### config.mk
export PLATFORM = sky130hd
export DESIGN_NAME = mrd_motor_ctrl
export DESIGN_NICKNAME = d
export VERILOG_FILES = /design/src/include/mrd_pkg.sv /design/src/include/mrd_sw_if.sv /design/src/mrd_debounce.sv /design/src/mrd_motor_ctrl.sv
export SDC_FILE = /design/constraint.sdc
export NUM_CORES = 1
export LEC_CHECK = 0
export BUFFER_PORTS_ARGS = -buffer_cell sky130_fd_sc_hd__buf_4
export CAP_MARGIN = 20
export CORE_ASPECT_RATIO = 0.6
export CORE_MARGIN = 2
export CORE_UTILIZATION = 60
export CTS_CLUSTER_DIAMETER = 40
export DETAILED_ROUTE_END_ITERATION = 16
export PLACE_DENSITY = 0.78
export SYNTH_ARGS = -nofsm -noshare
export SYNTH_HDL_FRONTEND = slang
export SYNTH_SLANG_ARGS = --single-unit
### constraint.sdc
create_clock -name pclk -period 9.8 [get_ports pclk]
set_input_delay 0.49 -clock pclk [delete_from_list [all_inputs] [get_ports pclk]]
set_output_delay 0.49 -clock pclk [all_outputs]
set_load 0.005 [all_outputs]
### src/include/mrd_pkg.sv
package mrd_pkg;
  // ----------------------------------------
  // timing
  // ----------------------------------------
  localparam int CLK_MHZ = 100;
  localparam int DEB_TIME_US = 1000;
  localparam int DEB_CYCLES = DEB_TIME_US * CLK_MHZ;
  localparam int REJECT_TIME_MS = 2000;
  localparam int REJECT_CYCLES = REJECT_TIME_MS * 1000 * CLK_MHZ;
  localparam int RAMP_STEP_US = 10;
  localparam int RAMP_CYCLES = RAMP_STEP_US * CLK_MHZ;
  // ----------------------------------------
  // register map (byte addresses)
  // ----------------------------------------
  localparam logic [7:0] ADDR_CTRL = 8'h00;
  localparam logic [7:0] ADDR_INMAP = 8'h08;
  localparam logic [7:0] ADDR_OUTMAP = 8'h0c;
  localparam logic [7:0] ADDR_SPEED0 = 8'h10;
  localparam logic [7:0] ADDR_LIMIT = 8'h20;
  localparam logic [7:0] ADDR_STATUS = 8'h24;
  localparam logic [7:0] ADDR_EDIT = 8'h28;
  localparam logic [7:0] ADDR_CMD = 8'h2c;
  // ----------------------------------------
  // fields
  // ----------------------------------------
  localparam int SPW = 13;
  localparam int CTRL_EXT_LSB = 0;
  localparam int CTRL_LOCK_BIT = 2;
  localparam int CTRL_DISP_LSB = 4;
  localparam int LIMIT_LOWER_LSB = 16;
  localparam int CMD_INIT_DATA_BIT = 0;
  localparam int CMD_INIT_PARAM_BIT = 1;
  localparam int STAT_DIR_BIT = 16;
  localparam int STAT_REJECT_BIT = 17;
  localparam int STAT_STATE_LSB = 18;
  localparam int EDIT_BLINK_BIT = 16;
  // ----------------------------------------
  // reset values
  // ----------------------------------------
  localparam logic [1:0] EXT_RST = 2'h0;
  localparam logic [14:0] INMAP_RST = 15'h4688;
  localparam logic [3:0] OUTMAP_RST = 4'h4;
  localparam logic [SPW-1:0] UPPER_RST = 13'hfa0;
  localparam logic [SPW-1:0] LOWER_RST = 13'h032;
  localparam logic [SPW-1:0] SPEED_RST = 13'h032;
  // ----------------------------------------
  // encodings
  // ----------------------------------------
  localparam logic [1:0] EXT_PANEL = 2'h0;
  localparam logic [1:0] EXT_ON = 2'h1;
  localparam logic [1:0] EXT_LOCKED = 2'h2;
  localparam logic [2:0] DISP_SPEED = 3'h0;
  localparam logic [2:0] DISP_ALARM = 3'h1;
  localparam logic [2:0] DISP_WARN = 3'h2;
  localparam logic [2:0] DISP_DATA = 3'h4;
  localparam logic [2:0] FN_FWD = 3'h0;
  localparam logic [2:0] FN_REV = 3'h1;
  localparam logic [2:0] FN_SEL0 = 3'h2;
  localparam logic [2:0] FN_SEL1 = 3'h3;
  localparam logic [1:0] OFN_RUN = 2'h0;
  localparam logic [1:0] OFN_REJECT = 2'h1;
  localparam logic [1:0] OFN_REVDIR = 2'h2;
  localparam int NSW = 10;
  typedef enum logic [4:0] {
    ST_IDLE = 5'b00001,
    ST_RUN = 5'b00010,
    ST_DECEL = 5'b00100,
    ST_TURN = 5'b01000,
    ST_HALT = 5'b10000
  } mrd_state_t;
endpackage : mrd_pkg

### src/include/mrd_sw_if.sv
`timescale 1ns/1ps
interface mrd_sw_if;
  logic [mrd_pkg::NSW-1:0] raw;
  logic [mrd_pkg::NSW-1:0] clean;
  modport filt (input raw, output clean);
  modport user (output raw, input clean);
endinterface : mrd_sw_if

### src/mrd_debounce.sv
`timescale 1ns/1ps
module mrd_debounce
  import mrd_pkg::*;
#(
  parameter int DEB_CYC = DEB_CYCLES
) (
  // clock and reset
  input wire logic pclk,
  input wire logic presetn,
  // switch lines
  mrd_sw_if.filt sw
);
  logic [NSW-1:0] s1_q, s2_q, clean_q, clean_d;
  logic [16:0] cnt_q [NSW];
  logic [16:0] cnt_d [NSW];

  // ----------------------------------------
  // two-stage sync then stable-time filter
  // ----------------------------------------
  always_comb begin
    for (int i = 0; i < NSW; i++) begin
      cnt_d[i] = 17'h0;
      clean_d[i] = clean_q[i];
      if (s2_q[i] != clean_q[i]) begin
        cnt_d[i] = cnt_q[i] + 17'h1;
        if (cnt_q[i] >= 17'(DEB_CYC - 1)) begin
          clean_d[i] = s2_q[i];
          cnt_d[i] = 17'h0;
        end
      end
    end
  end

  always_ff @(posedge pclk or negedge presetn) begin
    if (!presetn) begin
      s1_q <= '0;
      s2_q <= '0;
      clean_q <= '0;
      for (int i = 0; i < NSW; i++) cnt_q[i] <= 17'h0;
    end else begin
      s1_q <= sw.raw;
      s2_q <= s1_q;
      clean_q <= clean_d;
      for (int i = 0; i < NSW; i++) cnt_q[i] <= cnt_d[i];
    end
  end

  assign sw.clean = clean_q;
endmodule : mrd_debounce

### src/mrd_motor_ctrl.sv
// The register addresses and the APB slave port were chosen for this implementation.
`timescale 1ns/1ps
// Behaviour
// - mode off: only front run switch starts and stops; external inputs ignored
// - mode on: external run input with run switch at run rotates motor
// - mode on: run switch at standby gives deceleration stop despite inputs
// - mode on: setting dial changes the commanded speed
// - mode on: direction switch change reverses rotation
// - locked mode: run and direction switches ignored, rejection code shown
// - locked mode: dial on speed, alarm, warning view gives rejection code
// - locked mode: data, parameter and io monitor views stay settable
// - locked mode: rejection shown as long as run switch at run
// - locked mode: direction switch or dial shows rejection for two seconds
// - either forward or reverse run input asserted rotates the motor
// - releasing the run input ramps the motor down to stop
// - both run inputs asserted stop the motor instantly
// - rotation direction follows the direction switch position
// - direction change while running: decelerate, then restart other way
// - locked mode: direction switch ignored, forward direction used
// - external inputs select one of four stored speeds
// - commanded speed confined between programmable lower and upper limits
// - lock setting makes setting dial ineffective
// - function of five inputs and two outputs reassignable
// - edited value blinks, commits only when display returns to steady
// - separate commands restore operating data and parameters to defaults
module mrd_motor_ctrl
  import mrd_pkg::*;
#(
  parameter int DEB_CYC = DEB_CYCLES,
  parameter int REJ_CYC = REJECT_CYCLES
) (
  // apb
  input wire logic pclk,
  input wire logic presetn,
  input wire logic psel,
  input wire logic penable,
  input wire logic pwrite,
  input wire logic [7:0] paddr,
  input wire logic [31:0] pwdata,
  output logic [31:0] prdata,
  output logic pready,
  output logic pslverr,
  // external signal inputs and outputs
  input wire logic [4:0] ext_in,
  output logic [1:0] ext_out,
  // front panel
  input wire logic run_switch,
  input wire logic direction_switch,
  input wire logic dial_up,
  input wire logic dial_down,
  input wire logic dial_push,
  // motor drive and display
  output logic motor_run,
  output logic motor_reverse,
  output logic motor_instant_stop,
  output logic [SPW-1:0] motor_speed,
  output logic reject_shown,
  output logic edit_blink
);
  // ----------------------------------------
  // input conditioning
  // ----------------------------------------
  mrd_sw_if sw ();
  assign sw.raw = {dial_push, dial_down, dial_up, direction_switch, run_switch, ext_in};
  mrd_debounce #(.DEB_CYC(DEB_CYC)) u_deb (.pclk(pclk), .presetn(presetn), .sw(sw));

  logic [4:0] in_c;
  logic run_sw, dir_sw, up_c, dn_c, push_c;
  assign in_c = sw.clean[4:0];
  assign run_sw = sw.clean[5];
  assign dir_sw = sw.clean[6];
  assign up_c = sw.clean[7];
  assign dn_c = sw.clean[8];
  assign push_c = sw.clean[9];

  function automatic logic [SPW-1:0] clamp(input logic [SPW-1:0] v, input logic [SPW-1:0] lo,
                                           input logic [SPW-1:0] hi);
    logic [SPW-1:0] r;
    r = v;
    if (r > hi) r = hi;
    if (r < lo) r = lo;
    return r;
  endfunction : clamp

  function automatic logic func_hit(input logic [14:0] map, input logic [4:0] ins, input logic [2:0] fn);
    logic h;
    h = 1'b0;
    for (int i = 0; i < 5; i++) begin
      if (map[3*i +: 3] == fn && ins[i]) h = 1'b1;
    end
    return h;
  endfunction : func_hit

  // ----------------------------------------
  // configuration and operating data
  // ----------------------------------------
  logic [1:0] ext_q, ext_d;
  logic lock_q, lock_d;
  logic [2:0] disp_q, disp_d;
  logic [14:0] inmap_q, inmap_d;
  logic [3:0] outmap_q, outmap_d;
  logic [SPW-1:0] upper_q, upper_d, lower_q, lower_d;
  logic [SPW-1:0] speed_q [4];
  logic [SPW-1:0] speed_d [4];
  logic [SPW-1:0] edit_q, edit_d;
  logic blink_q, blink_d;
  logic [31:0] prdata_q, prdata_d;
  logic pready_q, pready_d, pslverr_q, pslverr_d;
  logic wr, setup;
  logic dial_turn, dial_commit, monitor_view, dial_allowed;
  logic up_q, dn_q, push_q, dir_sw_q;
  mrd_state_t st_q, st_d;
  logic [SPW-1:0] spd_q, spd_d;
  logic rev_q, rev_d, halt_q, halt_d;
  logic [31:0] rej_q, rej_d;
  logic reject_q, reject_d;
  logic [1:0] out_q, out_d;
  logic motor_run_q, motor_run_d;

  assign setup = psel && !penable;
  assign wr = psel && penable && pwrite && pready_q;
  assign dial_turn = (up_c && !up_q) || (dn_c && !dn_q);
  assign dial_commit = push_c && !push_q;
  assign monitor_view = disp_q == DISP_SPEED || disp_q == DISP_ALARM || disp_q == DISP_WARN;
  assign dial_allowed = !lock_q && !(ext_q == EXT_LOCKED && monitor_view);

  always_comb begin
    ext_d = ext_q;
    lock_d = lock_q;
    disp_d = disp_q;
    inmap_d = inmap_q;
    outmap_d = outmap_q;
    upper_d = upper_q;
    lower_d = lower_q;
    edit_d = edit_q;
    blink_d = blink_q;
    for (int i = 0; i < 4; i++) speed_d[i] = speed_q[i];
    if (wr) begin
      unique case (paddr)
        ADDR_CTRL: begin
          ext_d = pwdata[CTRL_EXT_LSB +: 2];
          lock_d = pwdata[CTRL_LOCK_BIT];
          disp_d = pwdata[CTRL_DISP_LSB +: 3];
        end
        ADDR_INMAP: inmap_d = pwdata[14:0];
        ADDR_OUTMAP: outmap_d = pwdata[3:0];
        ADDR_LIMIT: begin
          upper_d = pwdata[SPW-1:0];
          lower_d = pwdata[LIMIT_LOWER_LSB +: SPW];
        end
        ADDR_CMD: begin
          if (pwdata[CMD_INIT_DATA_BIT]) begin
            for (int i = 0; i < 4; i++) speed_d[i] = SPEED_RST;
            blink_d = 1'b0;
          end
          if (pwdata[CMD_INIT_PARAM_BIT]) begin
            ext_d = EXT_RST;
            lock_d = 1'b0;
            inmap_d = INMAP_RST;
            outmap_d = OUTMAP_RST;
            upper_d = UPPER_RST;
            lower_d = LOWER_RST;
          end
        end
        default: begin
          if (paddr[7:4] == ADDR_SPEED0[7:4] && paddr[1:0] == 2'h0) begin
            speed_d[paddr[3:2]] = pwdata[SPW-1:0];
          end
        end
      endcase
    end
    if (dial_allowed && (disp_q == DISP_SPEED || disp_q == DISP_DATA)) begin
      if (dial_turn) begin
        edit_d = blink_q ? edit_q : speed_q[0];
        edit_d = up_c && !up_q ? edit_d + 13'h1 : edit_d - 13'h1;
        edit_d = clamp(edit_d, lower_q, upper_q);
        blink_d = 1'b1;
      end else if (dial_commit && blink_q) begin
        speed_d[0] = edit_q;
        blink_d = 1'b0;
      end
    end
  end

  always_ff @(posedge pclk or negedge presetn) begin
    if (!presetn) begin
      ext_q <= EXT_RST;
      lock_q <= 1'b0;
      disp_q <= DISP_SPEED;
      inmap_q <= INMAP_RST;
      outmap_q <= OUTMAP_RST;
      upper_q <= UPPER_RST;
      lower_q <= LOWER_RST;
      edit_q <= SPEED_RST;
      blink_q <= 1'b0;
      for (int i = 0; i < 4; i++) speed_q[i] <= SPEED_RST;
    end else begin
      ext_q <= ext_d;
      lock_q <= lock_d;
      disp_q <= disp_d;
      inmap_q <= inmap_d;
      outmap_q <= outmap_d;
      upper_q <= upper_d;
      lower_q <= lower_d;
      edit_q <= edit_d;
      blink_q <= blink_d;
      for (int i = 0; i < 4; i++) speed_q[i] <= speed_d[i];
    end
  end

  // ----------------------------------------
  // apb answer
  // ----------------------------------------
  always_comb begin
    prdata_d = prdata_q;
    pready_d = setup;
    pslverr_d = 1'b0;
    if (setup) begin
      prdata_d = 32'h0;
      unique case (paddr)
        ADDR_CTRL: begin
          prdata_d[CTRL_EXT_LSB +: 2] = ext_q;
          prdata_d[CTRL_LOCK_BIT] = lock_q;
          prdata_d[CTRL_DISP_LSB +: 3] = disp_q;
        end
        ADDR_INMAP: prdata_d[14:0] = inmap_q;
        ADDR_OUTMAP: prdata_d[3:0] = outmap_q;
        ADDR_LIMIT: begin
          prdata_d[SPW-1:0] = upper_q;
          prdata_d[LIMIT_LOWER_LSB +: SPW] = lower_q;
        end
        ADDR_STATUS: begin
          prdata_d[SPW-1:0] = spd_q;
          prdata_d[STAT_DIR_BIT] = rev_q;
          prdata_d[STAT_REJECT_BIT] = reject_q;
          prdata_d[STAT_STATE_LSB +: 5] = st_q;
        end
        ADDR_EDIT: begin
          prdata_d[SPW-1:0] = edit_q;
          prdata_d[EDIT_BLINK_BIT] = blink_q;
        end
        ADDR_CMD: prdata_d = 32'h0;
        default: begin
          if (paddr[7:4] == ADDR_SPEED0[7:4] && paddr[1:0] == 2'h0) begin
            prdata_d[SPW-1:0] = speed_q[paddr[3:2]];
          end else begin
            pslverr_d = 1'b1;
          end
        end
      endcase
    end
  end

  always_ff @(posedge pclk or negedge presetn) begin
    if (!presetn) begin
      prdata_q <= 32'h0;
      pready_q <= 1'b0;
      pslverr_q <= 1'b0;
    end else begin
      prdata_q <= prdata_d;
      pready_q <= pready_d;
      pslverr_q <= pslverr_d;
    end
  end

  // ----------------------------------------
  // run decision
  // ----------------------------------------
  logic fwd_in, rev_in, ext_any, ext_both, want, instant, dir_sel;
  logic [1:0] sel;
  logic [SPW-1:0] target;
  logic [9:0] tick_q, tick_d;
  logic step;

  assign fwd_in = func_hit(inmap_q, in_c, FN_FWD);
  assign rev_in = func_hit(inmap_q, in_c, FN_REV);
  assign sel = {func_hit(inmap_q, in_c, FN_SEL1), func_hit(inmap_q, in_c, FN_SEL0)};
  assign ext_any = fwd_in ^ rev_in;
  assign ext_both = fwd_in && rev_in;
  assign step = tick_q == 10'(RAMP_CYCLES - 1);

  always_comb begin
    want = run_sw;
    instant = 1'b0;
    dir_sel = dir_sw;
    target = clamp(speed_q[0], lower_q, upper_q);
    unique case (ext_q)
      EXT_ON: begin
        want = run_sw && ext_any;
        instant = ext_both;
        target = clamp(speed_q[sel], lower_q, upper_q);
      end
      EXT_LOCKED: begin
        want = ext_any;
        instant = ext_both;
        dir_sel = 1'b0;
        target = clamp(speed_q[sel], lower_q, upper_q);
      end
      default: ;
    endcase
  end

  // ----------------------------------------
  // motor sequencer
  // ----------------------------------------
  always_comb begin
    st_d = st_q;
    spd_d = spd_q;
    rev_d = rev_q;
    halt_d = 1'b0;
    tick_d = step ? 10'h0 : tick_q + 10'h1;
    unique case (st_q)
      ST_IDLE: begin
        spd_d = '0;
        rev_d = dir_sel;
        if (want && !instant) st_d = ST_RUN;
      end
      ST_RUN: begin
        if (step && spd_q < target) spd_d = spd_q + 13'h1;
        if (step && spd_q > target) spd_d = spd_q - 13'h1;
        if (instant) st_d = ST_HALT;
        else if (!want) st_d = ST_DECEL;
        else if (dir_sel != rev_q) st_d = ST_TURN;
      end
      ST_DECEL, ST_TURN: begin
        if (step && spd_q != '0) spd_d = spd_q - 13'h1;
        if (instant) st_d = ST_HALT;
        else if (st_q == ST_DECEL && want && dir_sel == rev_q) st_d = ST_RUN;
        else if (spd_q == '0) begin
          rev_d = dir_sel;
          st_d = want ? ST_RUN : ST_IDLE;
        end
      end
      ST_HALT: begin
        spd_d = '0;
        halt_d = 1'b1;
        if (!instant) st_d = ST_IDLE;
      end
    endcase
    if (st_d == ST_HALT) begin
      spd_d = '0;
      halt_d = 1'b1;
    end
    motor_run_d = st_d != ST_IDLE && st_d != ST_HALT;
  end

  always_ff @(posedge pclk or negedge presetn) begin
    if (!presetn) begin
      st_q <= ST_IDLE;
      spd_q <= '0;
      rev_q <= 1'b0;
      halt_q <= 1'b0;
      tick_q <= 10'h0;
      motor_run_q <= 1'b0;
    end else begin
      st_q <= st_d;
      spd_q <= spd_d;
      rev_q <= rev_d;
      halt_q <= halt_d;
      tick_q <= tick_d;
      motor_run_q <= motor_run_d;
    end
  end

  // ----------------------------------------
  // rejection display and mapped outputs
  // ----------------------------------------
  always_comb begin
    rej_d = rej_q == 32'h0 ? 32'h0 : rej_q - 32'h1;
    if (ext_q == EXT_LOCKED) begin
      if (dir_sw != dir_sw_q || (dial_turn && monitor_view && !lock_q)) begin
        rej_d = 32'(REJ_CYC);
      end
    end else begin
      rej_d = 32'h0;
    end
    reject_d = (ext_q == EXT_LOCKED && run_sw) || rej_d != 32'h0;
    for (int i = 0; i < 2; i++) begin
      unique case (outmap_q[2*i +: 2])
        OFN_RUN: out_d[i] = motor_run_q;
        OFN_REJECT: out_d[i] = reject_q;
        OFN_REVDIR: out_d[i] = rev_q;
        default: out_d[i] = halt_q;
      endcase
    end
  end

  always_ff @(posedge pclk or negedge presetn) begin
    if (!presetn) begin
      rej_q <= 32'h0;
      reject_q <= 1'b0;
      out_q <= 2'h0;
      up_q <= 1'b0;
      dn_q <= 1'b0;
      push_q <= 1'b0;
      dir_sw_q <= 1'b0;
    end else begin
      rej_q <= rej_d;
      reject_q <= reject_d;
      out_q <= out_d;
      up_q <= up_c;
      dn_q <= dn_c;
      push_q <= push_c;
      dir_sw_q <= dir_sw;
    end
  end

  assign prdata = prdata_q;
  assign pready = pready_q;
  assign pslverr = pslverr_q;
  assign ext_out = out_q;
  assign motor_run = motor_run_q;
  assign motor_reverse = rev_q;
  assign motor_instant_stop = halt_q;
  assign motor_speed = spd_q;
  assign reject_shown = reject_q;
  assign edit_blink = blink_q;
endmodule : mrd_motor_ctrl

; ---- After elaboration in Yosys (flattened, before gate mapping)
; Index checks and enable logic that the tools add are counted.
[word_totals]
register_bits = 417
latchBits = 0
ramBits = 0
romBits = 0
output_inout_bits = 54
mem_count = 0
[classes]
addsub = 16
multipliers = 0
n_div = 0
n_lt_le_gt_ge = 22
n_eq_ne = 60
shifts = 0
mux = 130
bitwise = 4
n_reduce_logical = 105
[op_table]
columns = op, n
row1 = two-way mux 13 bit, 28
row2 = two-way mux 17 bit, 20
row3 = "adder 17 x 1 -> 17 bit, second input constant", 10
row4 = "greater-or-equal comparator 17 bit, second input constant", 10
row5 = two-way mux 52 bit, 3
row6 = case mux 52 bit (2 select lines), 1
row7 = two-way mux 32 bit, 3
row8 = case mux 13 bit (2 select lines), 3
row9 = less-than comparator 13 bit, 5
row10 = binary-select mux 13 bit (select 2 bit), 2
row11 = bitwise mux 52 bit, 1
row12 = greater-than comparator 13 bit, 4
row13 = logical AND 1 bit, 45
row14 = two-way mux 5 bit, 8
row15 = case mux 13 bit (3 select lines), 1
row16 = two-way mux 1 bit, 37
row17 = "== test 3 x 2 -> 1 bit, second input constant", 11
row18 = "== test 8 x 6 -> 1 bit, second input constant", 4
row19 = zero test 32 bit, 1
row20 = nonzero test 32 bit, 1
row21 = "subtractor 32 x 1 -> 32 bit, second input constant", 1
row22 = case mux 15 bit (2 select lines), 1
row23 = case mux 6 bit (5 select lines), 1
row24 = "adder 13 x 1 -> 13 bit, second input constant", 2
row25 = 56 further kinds, 134

; ---- Logic depth before layout (Yosys ltp)
; Gate-level depths: netlist of the first run.
[depth]
ltp_word = 23
mapped_depth = 34
depth_no_buf = 30

; ---- Cells and area by module
; From an unflattened synthesis of the first run, not the netlist that was laid out.
[hier_totals]
hier_cells = 2588
hier_area_um2 = 24474.7
[modules_own_cells]
columns = module, n_inst, cells_each, area_each_um2
row1 = mrd_motor_ctrl, 1, 1668, 15177.1
row2 = mrd_debounce, 1, 920, 9297.7

; ---- Least setup slack after synthesis of the first run
; No wires, ideal clock.
[synth_path]
kind = reg2reg
from = reg inmap_q[10]
to = reg spd_q[8], in the netlist motor_speed[8]
arrival_ps = 7235
slack_ps = 2439
path_stages_with_launch = 34
n_path_buf = 4
period_less_slack_ps = 7361
cell_sequence = dfstp_2 > nor4bb_1 > nor4_1 > nand2_1 > buf_2 > mux2_2 > nor2_1 > a21oi_1 > ha_1 > nand4_1 > nor2_1 > o21ai_0 > a21oi_1 > clkbuf_1 > mux2_2 > ha_1 > a21o_1 > a21o_1 > a21o_1 > a211oi_1 > o21ai_0 > nor3_2 > buf_2 > a221oi_1 > ha_1 > o21ai_0 > a21oi_1 > o31a_1 > o311ai_1 > o21a_1 > clkbuf_1 > o21ai_0 > a21boi_0 > o311a_1
[synth_via]
elab_chain_cells = 19
elab_cells_between_ends = 58
[synth_lines]
columns = element, line
row1 = "start, declared", mrd_motor_ctrl.sv:100  ; logic [14:0] inmap_q, inmap_d;
row2 = "start signal, assigned", mrd_motor_ctrl.sv:201  ; inmap_q <= inmap_d;
row3 = == test 3 x 2 -> 1 bit, mrd_motor_ctrl.sv:89  ; if (map[3*i +: 3] == fn && ins[i]) h = 1'b1;
row4 = logical AND 1 bit, mrd_motor_ctrl.sv:89
row5 = two-way mux 1 bit (2 in series), mrd_motor_ctrl.sv:89
row6 = inverter 2 -> 3 bit (not written as such), "mrd_motor_ctrl.sv:291, mrd_motor_ctrl.sv:297"
row7 = binary-select mux 13 bit (select 2 bit), "mrd_motor_ctrl.sv:291, mrd_motor_ctrl.sv:297"
row8 = two-way mux 13 bit (not written as such) (2 in series), "mrd_motor_ctrl.sv:291, mrd_motor_ctrl.sv:297"
row9 = greater-than comparator 13 bit, mrd_motor_ctrl.sv:80  ; if (r > hi) r = hi;
row10 = two-way mux 13 bit, mrd_motor_ctrl.sv:80
row11 = two-way mux 13 bit, mrd_motor_ctrl.sv:287  ; unique case (ext_q)
row12 = less-than comparator 13 bit, mrd_motor_ctrl.sv:81  ; if (r < lo) r = lo;
row13 = two-way mux 13 bit, mrd_motor_ctrl.sv:81
row14 = case mux 13 bit (2 select lines), mrd_motor_ctrl.sv:287
row15 = greater-than comparator 13 bit, mrd_motor_ctrl.sv:320  ; if (step && spd_q > target) spd_d = spd_q - 13'h1;
row16 = logical AND 1 bit, mrd_motor_ctrl.sv:320
row17 = two-way mux 13 bit, mrd_motor_ctrl.sv:320
row18 = case mux 13 bit (3 select lines), mrd_motor_ctrl.sv:312  ; unique case (st_q)
row19 = two-way mux 13 bit, mrd_motor_ctrl.sv:340  ; if (st_d == ST_HALT) begin
row20 = "end signal, assigned", mrd_motor_ctrl.sv:357  ; spd_q <= spd_d;
row21 = "end, declared", mrd_motor_ctrl.sv:113  ; logic [SPW-1:0] spd_q, spd_d;
; Parallel ways exist; a longest one is shown, timed or not. The select of a mux whose other input is x is not followed.
; A chain may end at the register's enable or synchronous reset.

; ---- Worst setup path in the final report of the first run
[layout_path]
from = reg inmap_q[9]
to = reg spd_q[11], in the netlist motor_speed[11]
; Same word-level chain as after synthesis.

==> results of run 1 <==
[placed cells by master, fill, tap and decap left out, types with 20 or more instances in the layout]
cell	instances
a21oi_1	114
a221oi_1	26
a22oi_1	20
and3_1	47
buf_4	115
clkbuf_16	47
dfrtp_1	386
dfstp_2	31
ha_1	117
inv_1	60
mux2_2	64
mux2i_1	64
nand2_1	292
nand3_1	104
nand4_1	37
nor2_1	366
nor3_1	38
nor4_1	23
o21ai_0	146
xnor2_1	91
xor2_1	111
[layer usage]
metal / wire length (µm) / GRT usage / vias up
li1: - / - / 9330
met1: 31600 / 0.505 / 10000
met2: 28300 / 0.457 / 1015
met3: 9460 / 0.124 / 127
met4: 1420 / 0.0771 / 2
met5: 11 / 0 / -
[logic make-up (layout without fill, tap and decap cells)]
kind of cell	count (synthesis)	count (layout)	synth area share
simple gates	1037	1037	0.202
compound gates	489	489	0.132
flops	417	417	0.434
xor+xnor	202	202	0.0734
buf+inv	154	266	0.0258
mux	144	144	0.0710
fa+ha+maj	118	118	0.0615
other cells	1	5	0.000155
[per-stage QoR]
step           utilization  instance area (µm²)
2_1_floorplan            -                24100
3_3_place_gp         0.642                25300
3_5_place_dp         0.643                25300
4_1_cts              0.683                26900
5_1_grt              0.684                26900
6_report             0.684                26900
[sequential cells by signal, summed over array words and instances, names as in the netlist, 13 cells and up]
name and count:
u_deb.cnt_q 170, speed_q 52, rej_q 32, prdata 28, inmap_q 15, edit_q 13, lower_q 13, motor_speed 13
upper_q 13
[worst max-delay path: cells and delay by family, from the launching register on]
| family | cells | cell delay [ns] |
|---|---|---|
| DFF | 1 | 0.59 |
| adders and majority gates | 3 | 0.83 |
| and+or+nand+nor | 10 | 2.47 |
| muxes | 2 | 0.66 |
| buffers and inverters | 1 | 0.41 |
| AOI/OAI and AO/OA | 14 | 3.94 |
[final cells by class]
| cell class | count | area [µm²] |
|---|---|---|
| multi-input combinational | 1994 | 13100 |
| fill | 3021 | 12400 |
| sequential | 417 | 10500 |
| clock buffer | 57 | 1220 |
| timing repair buffer | 120 | 926 |
| tap | 522 | 653 |
| clock inverter | 28 | 378 |
| inverter | 61 | 229 |
| antenna | 1 | 2.50 |
[where the power goes]
group	total (µW)	internal (µW)	switching, µW
clock network	1830	1070	765
registers	1760	1740	19.6
logic	161	51.8	109
total	3760	2870	894
[path summary, 6_finish.rpt]
kind / start / end / slack (ns) / cells after the start
max in group asynchronous: presetn / u_deb.cnt_q[104] / 8.28 / 2
max reg2reg: inmap_q[9] / motor_speed[11] / 0.66 / 30
min: presetn / u_deb.cnt_q[26] / -0.01 / 1
min reg2reg: u_deb.s1_q[8] / u_deb.s2_q[8] / 0.35 / 0
min in group pclk: run_switch / u_deb.s1_q[5] / 0.02 / 1
max: inmap_q[9] / motor_speed[11] / 0.66 / 30
==> results.tsv, run 1 <==
metric	value	unit
vias_per_cell	6.40	
p_leak	0.0123	µW
cts_tree	yes	
start_util	0.612	
cts_buffers	46	
htree_levels	2	
cts_setup_buffers	0	
synth.largest_area_cell	dfrtp_1	
finalClockSkew	0.0239	ns
synth.avg_cell_area	9.41	µm²
worstPathArrival	9.56	ns
drv_cap	0	
hold_class	in -> async	
yosysMostFrequentCell	dfrtp_1	
drive_gt1_frac	0.134	
ys.flop_type	dfrtp_1	
placementRows	56	
io_pins	109	
synthCells	2562	
cts.sinks	417	
dr_total_vias	20500	
final_nets	2813	
slew_headroom	0.259	
worst_path_most_repeated_cell	a21o_1	
syn_to_final_growth	11.7	%
dp_hpwl	52.7	mm
grt_max_degree	182	
track_usage	0.336	
synth_top_area_frac	0.400	
synthesis.area	24100	µm²
synth_common_cells	dfrtp_1, nor2_1, nand2_1	
violations	hold timing	
antenna_found_initial	2	
die_w	263	µm
status	finished, violations left	
routedWlPerCell	22.1	µm
powerDensity	140	nW/µm²
setup_viol	0	
synth.distinct_cells	95	
max_stage_delay	0.61	ns
numPortBuffers	100	
yosysWarnings	0	
ctsResizeCount	0	
cp-start-kind	flip-flop	
synth-seq-area-share	0.434	
fin_cells	3200	
max_freq	109	MHz
overflow	0	
gp_congestion	1.06	
cp-end-kind	flip-flop	
finalCriticalPeriod	9.14	ns
dieHeight	159	µm
fin_tns_setup	0	ns
pre_cts_ws	0.887	ns
tightest_slew	1.11	ns
rsz0062_at_grt	false	
coreArea	39400	µm²
grt_first_pass_wirelength	111	mm
synth_edf_count	0	
hold_viol_final	13	
report.final.slew_viol_count	0	
clockBufferDepth	3	
period_share	0.933	
cts-root-buf	clkbuf_16	
dp_cells	3111	
slowest_stage	nand2_1	
vdd_drop_max	0.000142	V
firstDrtPassIters	7	
drc	0	
cp_max_fo	22	
async_reset_ff_frac	1.00	
yosys_register_bits	417	
hold_buffers	0	
grt_pass1_vias	19500	
clkSlewWorstSetupHoldPaths	0.07	ns
critPathKind	reg -> reg	
p_total	3760	µW
drt_iter0_drc	2550	
cp.required	10.21	ns
dieArea	41900	µm²
antenna_left	0	
synthTopCellsByArea	dfrtp_1, ha_1, nor2_1	
fin_hold_ws	-0.0129	ns
clk-insertion-delay-late	0.58	ns
wl	70.8	mm
timing.final.ws_setup	0.658	ns
No activity file was read; power rests on OpenSTA's default activity.
==> run 2: changes to the inputs <==
CORE_UTILIZATION = 25   (was 60)
PLACE_DENSITY = not set   (was 0.78)
==> run 2 against run 1 <==
Compared with the run above:
- critical endpoint is now motor_speed[12]
- clock-buffer cell count rose by 11
- die area rose by 140%
- critical path type unchanged
- sequential power barely moved
- the flow now finishes without violations
- largest cell class unchanged
==> results.tsv, run 2 (same netlist as run 1, synthesis figures left out) <==
metric	value	unit	change
syn_to_final_growth	17.6	%	
r2r_slack	0.92	ns	+0.26 ns
cp-end-kind	flip-flop		
wl	75.0	mm	+5.9%
hold_class	in -> reg		
rsz0062_at_grt	false		
routedWlPerCell	18.7	µm	-15%
layout_common_cells	dfrtp_1, nor2_1, nand2_1, o21ai_0, ha_1		
cp.required	10.31	ns	+0.10 ns
numPortBuffers	100		unchanged
antenna_left	0		unchanged
dr_total_vias	19900		-3.0%
overflow	0		unchanged
final_nets	2829		+0.57%
critPathKind	reg -> reg		
max_stage_delay	0.81	ns	+0.20 ns
period_share	0.906		-0.0268
fin_tns_setup	0	ns	unchanged
clkSlewWorstSetupHoldPaths	0.06	ns	about the same
startpoint	u_deb.sw.clean[3]		
finalClockSkew	0.0465	ns	+0.0226 ns
hold_viol_final	0		-13
gp_congestion	0.954		-9.7%
antenna_found_initial	1		-1
hp-start	dial_push		
drive_gt1_frac	0.139		+0.00500
top_register	u_deb.cnt_q		
clockBufferDepth	3		unchanged
io_pins	109		unchanged
r2r_start	u_deb.sw.clean[3]		
vdd_drop_max	0.000135	V	-4.9%
finalCriticalPeriod	8.88	ns	-0.263 ns
cts.sinks	417		unchanged
htree_levels	2		unchanged
die_w	405	µm	+54%
dieArea	99100	µm²	+140%
top_regs	u_deb.cnt_q (170), speed_q (52), rej_q (32)		
hold_buffers	10		+10
max_freq	113	MHz	+3.0%
worstPathArrival	9.39	ns	-0.17 ns
post-route-util	0.296		-0.388
clk-insertion-delay-late	0.64	ns	+0.06 ns
grt_pass1_vias	18500		-5.0%
placementRows	88		+57%
p_leak	0.0125	µW	+1.5%
start_util	0.251		-0.361
final_common_cell	dfrtp_1		
cts_tree	yes		
coreArea	95900	µm²	+140%
drc	0		unchanged
slew_headroom	0.247		-0.0113
cp_max_fo	22		unchanged
grt_first_pass_wirelength	115	mm	+3.7%
tightest_slew	1.12	ns	+0.0104 ns
cts_buffers	56		+22%
drt_iter0_drc	2226		-13%
slowest_stage	and2_1		
drv_cap	0		unchanged
powerDensity	144	nW/µm²	+3.3%
vias_per_cell	4.95		-23%
grt_max_degree	171		-6.0%
dieHeight	245	µm	+54%
worst_path_most_repeated_cell	a21o_1		
setup_viol	0		unchanged
report.final.slew_viol_count	0		unchanged
status	finished clean		
largest_reg_flops	170		unchanged
ctsResizeCount	0		unchanged
cts_setup_buffers	0		unchanged
cts-root-buf	clkbuf_16		
cp-start-kind	flip-flop		
dp_hpwl	55.7	mm	+5.7%
firstDrtPassIters	8		+1
track_usage	0.149		-0.187
## run 2: cell count changes in the layout (fill, tap and decap cells not counted), sizes merged
cell         before  now
clkinvlp          3    6
clkbuf           59   68
dlygate4sd3       0   10
inv              69   76
buf             118  116
clkinv           11   10
## run 2: cell type report
class / count / area [µm²]
inverters: 61 / 229
clock buffers: 68 / 1480
clock inverters: 37 / 485
fillers: 9993 / 67500
flip-flops and latches: 417 / 10500
diodes: 1 / 2.50
repair buffers: 126 / 1020
multi-input cells: 1994 / 13100
well taps: 1305 / 1630
## run 2: worst paths after layout
kind	to	depth (start not counted)
worst max-delay path	motor_speed[12]	28
worst min-delay path	u_deb.s1_q[9]	1
worst max register to register	motor_speed[12]	28
worst min register to register	u_deb.s2_q[4]	0
max in group asynchronous	u_deb.cnt_q[22]	4
min in group asynchronous	rej_q[16]	2
## run 2: critical path: cells and delay by family, from the launching register on
family	cells	cell delay, ns
compound gates	14	3.92
simple gates	9	2.77
flops	1	0.48
buf+inv	1	0.21
mux	1	0.32
fa+ha+maj	3	1.02
## run 2: report_power, final
group | total, µW | leakage (µW) | switching, µW | internal (µW)
sequential | 1770 | 0.00557 | 21.6 | 1740
clock | 2160 | 0.000938 | 895 | 1270
combinational | 163 | 0.00599 | 108 | 54.6
## run 2: per-layer routing
| layer | part of all wire | track usage |
|---|---|---|
| met5 | 0 | 0 |
| met4 | 0.018 | 0.0315 |
| met3 | 0.088 | 0.0394 |
| met2 | 0.40 | 0.206 |
| met1 | 0.49 | 0.227 |
## run 2: per-stage QoR
step	power [µW]	hold WS, ns	instances	area (µm²)	setup WS, ns
2_1_floorplan	1860	0.194	2565	24100	2.44
6_report	4090	0.0227	4009	28400	0.921
3_3_place_gp	1960	0.333	3891	26300	1.30
5_1_grt	4240	0.0192	4009	28400	0.355
3_5_place_dp	1960	0.335	3891	26300	1.17
4_1_cts	4150	0.0112	4006	28300	1.13
==> run 3: changes to the inputs <==
BUFFER_PORTS_ARGS = -buffer_cell sky130_fd_sc_hd__buf_2   (was -buffer_cell sky130_fd_sc_hd__buf_4)
==> run 3 against run 2 <==
Compared with the run above:
- via count is 0.41% lower
- utilization fell by 0.44 points
- cell count is essentially flat
- critical endpoint unchanged
- clock power fell by 9.3%
- critical path type unchanged
- clock skew rose by 0.0021 ns
- global-route usage fell by 0.064 points
==> results.tsv, run 3 (same netlist as run 1, synthesis figures left out) <==
metric	value	unit	change
fin_tns_setup	0	ns	unchanged
p_leak	0.0124	µW	-1.1%
routedWlPerCell	18.5	µm	-0.91%
drv_cap	0		unchanged
critPathKind	reg -> reg		
multi_input_area	13100	µm²	unchanged
layout_common_cells	dfrtp_1, nor2_1, nand2_1, o21ai_0, ha_1		
finalCriticalPeriod	8.72	ns	-0.163 ns
firstDrtPassIters	6		-2
drt_iter0_drc	2026		-9.0%
report.final.slew_viol_count	0		unchanged
gp_congestion	0.924		-3.2%
hold_viol_final	0		unchanged
grt_first_pass_wirelength	115	mm	-0.17%
cts.sinks	417		unchanged
htree_levels	2		unchanged
seqCellArea	10500	µm²	unchanged
final_nets	2829		unchanged
hold_class	in -> reg		
setup_viol	0		unchanged
cp-start-kind	flip-flop		
n_fill_cell	10100		+0.64%
status	finished clean		
grt_pass1_vias	18500		-0.46%
cp.required	10.27	ns	-0.04 ns
slowest_stage	nor3_2		
cts_tree	yes		
vias_per_cell	4.94		-0.36%
coreArea	95900	µm²	unchanged
dr_total_vias	19800		-0.41%
final_common_cell	dfrtp_1		
cp_max_fo	22		unchanged
fin_cells	4007		-0.050%
cts_buffers	51		-8.9%
top_register	u_deb.cnt_q		
worst_path_most_repeated_cell	a21o_1		
worst-path-buf-inv	2		+1
vdd_drop_max	0.000105	V	-22%
max_stage_delay	0.68	ns	-0.13 ns
dp_cells	3895		+0.10%
finalClockSkew	0.0485	ns	+0.00205 ns
place_area	26000	µm²	-0.83%
antenna_left	0		unchanged
max_freq	115	MHz	+1.9%
clkSlewWorstSetupHoldPaths	0.07	ns	about the same
syn_to_final_growth	15.9	%	
grt_max_degree	147		-14%
drive_gt1_frac	0.140		+0.000577
wl	74.3	mm	-0.95%
drc	0		unchanged
period_share	0.889		-0.0167
clockBufferDepth	3		unchanged
stdcell_area	27900	µm²	-1.5%
clk-insertion-delay-late	0.62	ns	-0.02 ns
overflow	0		unchanged
top_regs	u_deb.cnt_q (170), speed_q (52), rej_q (32)		
fin_hold_ws	0.0447	ns	+0.0220 ns
cts-root-buf	clkbuf_16		
rsz0062_at_grt	false		
numPortBuffers	100		unchanged
powerDensity	139	nW/µm²	-3.7%
dp_hpwl	55.9	mm	+0.30%
dieArea	99100	µm²	unchanged
start_util	0.251		unchanged
dieHeight	245	µm	unchanged
antenna_found_initial	17		+16
largest_reg_flops	170		unchanged
die_w	405	µm	unchanged
cp-end-kind	flip-flop		
placementRows	88		unchanged
io_pins	109		unchanged
post-route-util	0.291		-0.00442
worstPathArrival	9.19	ns	-0.20 ns
cp_top_family	compound AO/OA/AOI/OAI gates		
tightest_slew	1.14	ns	+0.0128 ns
slew_headroom	0.236		-0.0111
track_usage	0.148		-0.000638
run 3: cell count changes in the layout (fill, tap and decap cells not counted), moves of 2 or more:
cell        delta
clkinvlp_4     +3
buf_2         +99
clkinv_2       +3
diode_2        +2
clkbuf_8       +4
clkbuf_1       -5
bufinv_16      -4
inv_6          -5
clkinv_8       +2
buf_4         -94
clkbuf_16      -5
run 3: through the flow:
step	setup WS, ns	power [µW]
final	1.08	3880
after floorplan	2.44	1860
after detailed placement	1.28	1950
after global routing	0.589	4030
after CTS	1.23	3930
after global placement	1.30	1950
run 3: cell type report:
class,instances,share of cell area
repair buffers,131,0.0283
clock inverters,34,0.0133
multi-input cells,1994,0.467
diodes,3,0.000269
flip-flops and latches,417,0.375
inverters,61,0.00819
well taps,1305,0.0584
clock buffers,62,0.0497
run 3: power breakdown:
part           switching (µW)  internal (µW)  total [µW]  leakage, µW
sequential               21.0           1740        1760      0.00557
clock                     863           1090        1960     0.000835
combinational             108           47.2         155      0.00596
run 3: path summary, 6_finish.rpt:
check / from / endpoint / slack (ns) / cells past startpoint
min in group asynchronous: presetn / rej_q[15] / 0.44 / 2
max in group asynchronous: presetn / u_deb.cnt_q[0] / 7.24 / 4
hold / removal: dial_push / u_deb.s1_q[9] / 0.04 / 1
setup / recovery: inmap_q[10] / motor_speed[12] / 1.08 / 30
setup reg to reg: inmap_q[10] / motor_speed[12] / 1.08 / 30
hold reg to reg: u_deb.s1_q[8] / u_deb.s2_q[8] / 0.35 / 0
run 3: timing repair:
item	4_1_cts	5_1_grt
hold endpoints to repair	80	0
resized for setup	0	0
buffers inserted	0	0
hold buffers	10	0
run 3: routing by layer:
metal / up-vias / part of all wire / global-route usage
met5: - / 0 / 0
met4: 0 / 0.017 / 0.0250
met3: 111 / 0.097 / 0.0407
met2: 731 / 0.40 / 0.205
met1: 9564 / 0.49 / 0.228
li1: 9369 / - / -
